$ cat config.mk
export PLATFORM = sky130hd
export DESIGN_NAME = eacalc
export DESIGN_NICKNAME = d
export VERILOG_FILES = /design/src/inc/eacalc_pkg.sv /design/src/hw/eacalc.sv
export SDC_FILE = /design/constraint.sdc
export NUM_CORES = 2
export LEC_CHECK = 0
export BUFFER_PORTS_ARGS = -buffer_cell sky130_fd_sc_hd__buf_2
export CELL_PAD_IN_SITES_DETAIL_PLACEMENT = 1
export CELL_PAD_IN_SITES_GLOBAL_PLACEMENT = 1
export CORE_AREA = 2 2 327 329
export DETAILED_ROUTE_END_ITERATION = 6
export DIE_AREA = 0 0 329 331
export PLACE_DENSITY_LB_ADDON = 0.1
export SLEW_MARGIN = 5
export SYNTH_ARGS = -nofsm -noshare
export SYNTH_HDL_FRONTEND = slang
export SYNTH_SLANG_ARGS = --single-unit
$ cat constraint.sdc
create_clock -name core_clk -period 3.9 [get_ports core_clk]
set_input_delay 1.17 -clock core_clk [delete_from_list [all_inputs] [get_ports core_clk]]
set_output_delay 1.17 -clock core_clk [all_outputs]
set_load 0.05 [all_outputs]
$ cat src/inc/eacalc_pkg.sv
// constants and types for the effective address calculator
`default_nettype none
package eacalc_pkg;
   localparam int AW       = 32;          // address and data width
   localparam int RSEL_W   = 3;           // register number width
   localparam int NREGS    = 8;           // registers per bank
   localparam int BYTE_W   = 8;           // short byte displacement width
   localparam int WORD_W   = 16;          // word width
   localparam int SCALE_W  = 2;           // scale field width
   localparam logic [1:0] SZ_BYTE = 2'h0; // operand size byte
   localparam logic [1:0] SZ_WORD = 2'h1; // operand size word
   localparam logic [1:0] SZ_LONG = 2'h2; // operand size long
   localparam logic [1:0] DSZ_NONE = 2'h0; // displacement suppressed
   localparam logic [1:0] DSZ_WORD = 2'h1; // 16-bit displacement
   localparam logic [1:0] DSZ_LONG = 2'h2; // 32-bit displacement
   localparam logic [AW-1:0] RESET_ADDR = 32'h0000_0000; // result after reset

   // the eighteen addressing modes
   typedef enum logic [4:0] {
      EAC_DREG, EAC_AREG, EAC_AIND, EAC_APOST, EAC_APRE, EAC_ADISP,
      EAC_AIDX8, EAC_AIDXB, EAC_AMPOST, EAC_AMPRE, EAC_PCDISP, EAC_PCIDX8,
      EAC_PCIDXB, EAC_PCMPOST, EAC_PCMPRE, EAC_ABSW, EAC_ABSL, EAC_IMM
   } eacalc_mode_t;
endpackage
`default_nettype wire

$ cat src/hw/eacalc.sv
// effective address calculator with memory indirection fetch
`timescale 1ns/1ps
`default_nettype none
module eacalc (
   input  wire logic                         core_clk,      // core clock, 40 MHz
   input  wire logic                         rst_b,         // async reset, active low
   input  wire logic                         clk_en,        // freezes all state when low
   input  wire logic                         start,         // pulse: begin calculation
   input  wire eacalc_pkg::eacalc_mode_t     mode,          // addressing mode
   input  wire logic [2:0]                   data_reg_sel,  // data register number
   input  wire logic [2:0]                   addr_reg_sel,  // address register number
   input  wire logic [2:0]                   index_reg_sel, // index register number
   input  wire logic                         index_is_addr, // index bank: 1 address
   input  wire logic                         index_long,    // index size: 1 long
   input  wire logic [1:0]                   index_scale,   // scale code
   input  wire logic                         index_supp,    // index suppressed
   input  wire logic [1:0]                   bd_size,       // base_disp size code
   input  wire logic [1:0]                   od_size,       // outer_disp size code
   input  wire logic [1:0]                   op_size,       // operand size
   input  wire logic [7:0]                   short_disp_byte, // 8-bit displacement
   input  wire logic [15:0]                  short_disp_word, // 16-bit displacement
   input  wire logic [31:0]                  base_disp,     // base displacement
   input  wire logic [31:0]                  outer_disp,    // outer displacement
   input  wire logic [31:0]                  ext_data,      // absolute or immediate data
   input  wire logic [31:0]                  pc,            // program counter of extension
   input  wire logic [8*32-1:0]              dregs,         // data registers packed
   input  wire logic [8*32-1:0]              aregs,         // address registers packed
   output logic                              fetch_req,     // long-word read request
   output logic [31:0]                       fetch_addr,    // read address
   input  wire logic                         fetch_ack,     // read done pulse
   input  wire logic [31:0]                  fetch_data,    // read long word
   output logic                              busy,          // indirection fetch in progress
   output logic                              done,          // pulse: result valid
   output logic                              ea_is_reg,     // result names a register
   output logic                              ea_is_imm,     // result is immediate value
   output logic [31:0]                       ea_result,     // address, value or reg number
   output logic                              areg_wb,       // pulse: write back pointer
   output logic [2:0]                        areg_wb_sel,   // pointer register number
   output logic [31:0]                       areg_wb_val    // updated pointer value
);
   import eacalc_pkg::*;

   typedef enum {EAC_IDLE, EAC_FETCH} eacalc_state_t;

   eacalc_state_t   state_ff;       // sequencer state
   logic [AW-1:0]   post_add_ff;    // terms added after the fetch
   logic [AW-1:0]   fetch_addr_ff;  // inner address held during fetch

   // sign-extend a displacement by size code, zero when suppressed
   function automatic logic [AW-1:0] disp_ext(input logic [1:0] sz, input logic [AW-1:0] v);
      unique case (sz)
         DSZ_WORD: disp_ext = {{(AW-WORD_W){v[WORD_W-1]}}, v[WORD_W-1:0]};
         DSZ_LONG: disp_ext = v;
         default:  disp_ext = '0;
      endcase
   endfunction

   // pick a register out of a packed bank of eight
   function automatic logic [AW-1:0] reg_pick(input logic [NREGS*AW-1:0] bank, input logic [2:0] n);
      reg_pick = bank[n*AW +: AW];
   endfunction

   logic [AW-1:0] an_val;      // selected address register
   logic [AW-1:0] dn_val;      // selected data register
   logic [AW-1:0] idx_raw;     // raw index register
   logic [AW-1:0] idx_sized;   // index after size selection
   logic [AW-1:0] idx_scaled;  // index after scaling
   logic [AW-1:0] d8_ext;      // sign-extended byte displacement
   logic [AW-1:0] d16_ext;     // sign-extended word displacement
   logic [AW-1:0] bd_ext;      // base displacement term
   logic [AW-1:0] od_ext;      // outer displacement term
   logic [AW-1:0] step;        // pointer step by operand size
   logic [AW-1:0] imm_val;     // immediate by operand size

   assign an_val  = reg_pick(aregs, addr_reg_sel);
   assign dn_val  = reg_pick(dregs, data_reg_sel);
   assign idx_raw = index_is_addr ? reg_pick(aregs, index_reg_sel)
                                  : reg_pick(dregs, index_reg_sel);
   assign idx_sized = index_long ? idx_raw
                    : {{(AW-WORD_W){idx_raw[WORD_W-1]}}, idx_raw[WORD_W-1:0]};
   // scaling is a shift; zero when the index is suppressed
   assign idx_scaled = index_supp ? '0 : (idx_sized << index_scale);
   assign d8_ext  = {{(AW-BYTE_W){short_disp_byte[BYTE_W-1]}}, short_disp_byte};
   assign d16_ext = {{(AW-WORD_W){short_disp_word[WORD_W-1]}}, short_disp_word};
   assign bd_ext  = disp_ext(bd_size, base_disp);
   assign od_ext  = disp_ext(od_size, outer_disp);

   // pointer step: byte 1, word 2, long 4; stack pointer keeps word alignment on bytes
   always_comb begin
      unique case (op_size)
         SZ_BYTE: step = (addr_reg_sel == 3'h7) ? 32'h0000_0002 : 32'h0000_0001;
         SZ_WORD: step = 32'h0000_0002;
         default: step = 32'h0000_0004;
      endcase
   end

   // immediate operand trimmed to the operand size
   always_comb begin
      unique case (op_size)
         SZ_BYTE: imm_val = {24'h00_0000, ext_data[7:0]};
         SZ_WORD: imm_val = {16'h0000, ext_data[15:0]};
         default: imm_val = ext_data;
      endcase
   end

   // one-cycle result for direct modes, inner address for indirect ones
   logic [AW-1:0] calc_addr;   // final or inner address
   logic          calc_mem;    // mode needs an indirection fetch
   logic [AW-1:0] calc_post;   // terms added after fetch
   logic          calc_reg;    // result is a register number
   logic          calc_imm;    // result is an immediate
   logic          calc_wb;     // pointer write-back
   logic [AW-1:0] calc_wbv;    // pointer write-back value
   logic [AW-1:0] base_sel;    // pointer base for memory indirect

   always_comb begin
      calc_addr = '0;
      calc_mem  = 1'b0;
      calc_post = '0;
      calc_reg  = 1'b0;
      calc_imm  = 1'b0;
      calc_wb   = 1'b0;
      calc_wbv  = an_val;
      base_sel  = (mode == EAC_PCMPOST || mode == EAC_PCMPRE) ? pc : an_val;
      unique case (mode)
         EAC_DREG:   begin calc_addr = {29'h0, data_reg_sel}; calc_reg = 1'b1; end
         EAC_AREG:   begin calc_addr = {29'h0, addr_reg_sel}; calc_reg = 1'b1; end
         EAC_AIND:   calc_addr = an_val;
         EAC_APOST:  begin
            calc_addr = an_val;
            calc_wb   = 1'b1;
            calc_wbv  = an_val + step;
         end
         EAC_APRE:   begin
            calc_addr = an_val - step;
            calc_wb   = 1'b1;
            calc_wbv  = an_val - step;
         end
         EAC_ADISP:  calc_addr = an_val + d16_ext;
         EAC_AIDX8:  calc_addr = an_val + d8_ext + idx_scaled;
         EAC_AIDXB:  calc_addr = an_val + bd_ext + idx_scaled;
         EAC_PCDISP: calc_addr = pc + d16_ext;
         EAC_PCIDX8: calc_addr = pc + d8_ext + idx_scaled;
         EAC_PCIDXB: calc_addr = pc + bd_ext + idx_scaled;
         EAC_AMPOST, EAC_PCMPOST: begin
            calc_addr = base_sel + bd_ext;
            calc_mem  = 1'b1;
            calc_post = idx_scaled + od_ext;
         end
         EAC_AMPRE, EAC_PCMPRE: begin
            calc_addr = base_sel + bd_ext + idx_scaled;
            calc_mem  = 1'b1;
            calc_post = od_ext;
         end
         EAC_ABSW:   calc_addr = d16_ext;                              // short absolute
         EAC_ABSL:   calc_addr = ext_data;                             // long absolute
         EAC_IMM:    begin calc_addr = imm_val; calc_imm = 1'b1; end
         default:    calc_addr = '0;                                   // illegal code
      endcase
   end

   // sequencer: direct modes finish in one cycle, indirect wait for the long-word read
   always_ff @(posedge core_clk or negedge rst_b) begin
      if (!rst_b) begin
         state_ff      <= EAC_IDLE;
         post_add_ff   <= '0;
         fetch_addr_ff <= RESET_ADDR;
      end else if (clk_en) begin
         unique case (state_ff)
            EAC_IDLE: if (start && calc_mem) begin
               state_ff      <= EAC_FETCH;
               fetch_addr_ff <= calc_addr;
               post_add_ff   <= calc_post;
            end
            EAC_FETCH: if (fetch_ack) begin
               state_ff <= EAC_IDLE;
            end
         endcase
      end
   end

   // result and write-back outputs
   always_ff @(posedge core_clk or negedge rst_b) begin
      if (!rst_b) begin
         done        <= 1'b0;
         ea_is_reg   <= 1'b0;
         ea_is_imm   <= 1'b0;
         ea_result   <= RESET_ADDR;
         areg_wb     <= 1'b0;
         areg_wb_sel <= 3'h0;
         areg_wb_val <= RESET_ADDR;
      end else if (clk_en) begin
         done    <= 1'b0;
         areg_wb <= 1'b0;
         if (state_ff == EAC_IDLE && start && !calc_mem) begin
            done        <= 1'b1;
            ea_is_reg   <= calc_reg;
            ea_is_imm   <= calc_imm;
            ea_result   <= calc_addr;
            areg_wb     <= calc_wb;
            areg_wb_sel <= addr_reg_sel;
            areg_wb_val <= calc_wbv;
         end else if (state_ff == EAC_FETCH && fetch_ack) begin
            done      <= 1'b1;
            ea_is_reg <= 1'b0;
            ea_is_imm <= 1'b0;
            ea_result <= fetch_data + post_add_ff;
         end
      end
   end

   assign fetch_req  = (state_ff == EAC_FETCH);
   assign fetch_addr = fetch_addr_ff;
   assign busy       = (state_ff == EAC_FETCH);
endmodule
`default_nettype wire

==> key figures <==
Critical path
  • Critical path endpoint category: register
  • Worst R2R Start: post_add_ff[0]$_DFFE_PN0P_
  • CP max stage delay: 0.52 ns
  • Most used cell, CP: buf_4
  • Register-to-register setup slack: -0.02 ns
  • Req. time, crit path: 4.30 ns
  • R2R cell count: 16
  • CP max FO: 8
  • Crit path from: addr_reg_sel[0]
  • Crit path DAT: 6.82 ns
  • Slowest-stage cell, CP: mux4_2
  • Startpoint types: primary input
  • Worst Setup Path Type: primary input to register

Placed design
  • Area after DPL: 52300 um^2
  • Input/output buffers: 830
  • GPL Wtd Cong: 1.07
  • DP HPWL: 208 mm

Clocking
  • Clock latency on the worst-skew pair: 0.54 ns
  • Hold Buf Count CTS: 0
  • CTS tree: built
  • Clock root buffer: clkbuf_16
  • CTS buffer count: 17
  • Sink Count: 136
  • CTS clk-pin slew, worst paths: 0.08 ns
  • Max H-tree Level: 4
  • CTS Buffer Depth: 2

Route
  • Pre-antenna DRT Iters: 6
  • Via count: 46700
  • DR WL/cell: 31.0 um
  • WL final: 243 mm
  • Routed Antenna Nets: 0
  • Vias per std cell: 5.95
  • DR DRC count: 0
  • DRT iter0 DRCs: 4130

STA
  • Fin worst setup slack: -2.52 ns
  • Minimum clock period: 6.42 ns
  • Max Slew Vio Count: 0
  • RSZ-0062 raised after global routing: yes
  • Hold WS: 0.431 ns
  • Fin Clk Skew: 0.0220 ns
  • Setup Viol. Count Final: 116
  • Fmax: 156 MHz
  • Final Cycle Share: 165%
  • Fin. Hold Viols: 0
  • Rel. slew slack: 42.3%
  • Least-Margin Pin Slew: 0.854 ns

Finish
  • Fill cell count: 12400
  • Finished Cell Area: 58400 um^2
  • P&R area growth vs syn: 68.5%
  • Fraction of layout cells with a size suffix above 1: 53.8%
  • Reg area: 3400 um^2
  • # nets final: 7534
  • Util after Layout: 55.6%
  • Multi-input gate area: 33700 um^2

Synthesis
  • Cell area after synthesis: 34600 um^2
  • Synth Area in Simple Gates: 16.2%
  • Yosys cell types: 102
  • Synth Flop Type: dfrtp_1
  • Seq/Total Area, Yosys: 9.83%
  • Top cell type by total area after synthesis: mux4_2
  • Syn. warnings: 0
  • Mapped Nets: 5283
  • FFs w/ async S/R, synth: 100%
  • Post-Synth Adder-Cell Area: 18.3%
  • Post-synth EDFFs: 0
  • Syn Area/Cell: 8.38 um^2
  • Post-synthesis mux area share: 18.7%
  • Synth Area in XOR/XNOR: 6.49%
  • Number of synthesized register bits: 136
  • Mapped Cells: 4132
  • Most common cell in the netlist: a21oi_1
  • Main combinational cell family by area after synthesis: compound AO/OA/AOI/OAI gates
  • Largest cells by area after synthesis: mux4_2 15%, ha_1 10%, dfrtp_1 9.8%
  • Most frequent cells after synthesis: 372 x a21oi_1, 359 x nand2_1, 350 x nor2_1
  • Synth top area share: 15.0%
  • Synth Area in Compound Gates: 24.9%

Power and ir drop
  • Gate power share: 82.8%
  • Int Pwr: 11.2 mW
  • Switching portion of total power: 51.0%
  • Power, Total: 22.8 mW
  • Clk network pwr share: 8.2%
  • Pleak: 27.8 nW
  • Seq pwr share: 9.0%
  • Worst vdd rail ir drop: 0.386 mV
  • NetSw: 11.6 mW
  • Power Density: 390 nW/um^2

Global routing
  • Vias in the first global route: 47000
  • GR Util All Layers: 42.7%
  • Initial antenna violation count: 93
  • First-pass GRT wire length: 333 mm
  • Largest net degree at the start of global routing: 71
  • Gr ovfl total: 0

Floorplan
  • I/O pin total: 831
  • Initial Utilization: 33.0%
  • Core Box Area: 105000 um^2
  • Die area: 109000 um^2
  • Die Y: 331 um
  • Num rows: 119
  • Horiz. Die Dim: 329 um

Run
  • Max-cap violations: 0

Status
  • Status: finished with violations
  • Failing checks: negative setup slack

Min path
  • HP Class: primary input to asynchronous set/reset pin
## power groups by stage
stage | clock [mW] | combinational, mW | sequential, mW
CTS | 1.88 | 17.1 | 2.05
global placement | 0 | 15.6 | 2.06
global route | 1.91 | 19.8 | 2.09
detailed placement | 0 | 15.9 | 2.07
floorplan | 0 | 7.26 | 3.10
finish | 1.87 | 18.9 | 2.05
## logic make-up after synthesis
kind of cell	count (synthesis)
buf+inv	471
mux	345
compound gates	1330
simple gates	1174
xor+xnor	251
flops	136
fa+ha+maj	425
## timing repair
item                                    CTS  global route
hold endpoints to repair                  0             0
pin swaps                               205           225
endpoints found under the setup margin  117           118
cloned                                    4             1
buffers inserted                         61            85
gates resized for setup                 403           462
## final cells by class
class	count	share of cell area (%)
clock inverters	15	0.294
repair buffers	2454	30.5
diodes	56	0.240
well taps	1391	2.98
clock buffers	17	0.729
multi-input cells	3525	57.8
flip-flops and latches	136	5.83
inverters	249	1.64
## metal layers
| layer | part of all wire [%] | wire length, um | vias up | global-route usage, % |
|---|---|---|---|---|
| met1 | 40 | 97100 | 23500 | 55.1 |
| met4 | 7.7 | 18800 | 28 | 27.6 |
| met5 | 0.074 | 180 | - | 0 |
| met3 | 8.7 | 21300 | 652 | 8.82 |
| li1 | - | - | 20100 | - |
| met2 | 44 | 106000 | 2464 | 65.0 |
## critical path: cells and delay by family
kind	cells	cell delay, ns
AO/OA/AOI/OAI	9	1.96
XOR/XNOR	2	0.30
adder cells (fa/ha/maj)	3	0.88
buffers and inverters	4	0.55
multiplexers	2	0.81
AND/OR/NAND/NOR	6	1.13
## per-stage QoR
| step | setup TNS (ns) | cells | setup WS [ns] |
|---|---|---|---|
| floorplan | -193.90 | 4132 | -2.96 |
| global placement | -258.41 | 7624 | -3.27 |
| detailed placement | -268.35 | 7624 | -3.34 |
| CTS | -170.59 | 7717 | -2.30 |
| global route | -194.29 | 7818 | -2.65 |
| finish | -180.34 | 7843 | -2.52 |
## placed cells by master, fill, tap and decap left out, types with 110 or more instances in the layout
cell,instances
a21o_1,116
a21oi_1,291
buf_2,823
buf_4,1457
dfrtp_1,136
fa_1,123
ha_1,227
inv_1,218
mux4_2,230
nand2_1,334
nor2_1,323
o21ai_0,131
xnor2_1,110
## worst paths after layout
| path | endpoint |
|---|---|
| max | ea_result[29]$_DFFE_PN0P_ |
| min | ea_result[0]$_DFFE_PN0P_ |
| max reg2reg | ea_result[30]$_DFFE_PN0P_ |
| min reg2reg | fetch_addr[15]$_DFFE_PN0P_ |
| max in group asynchronous | areg_wb_val[26]$_DFFE_PN0P_ |
| min in group core_clk | fetch_addr[15]$_DFFE_PN0P_ |
Note: power is estimated with default switching activity, not from simulation.
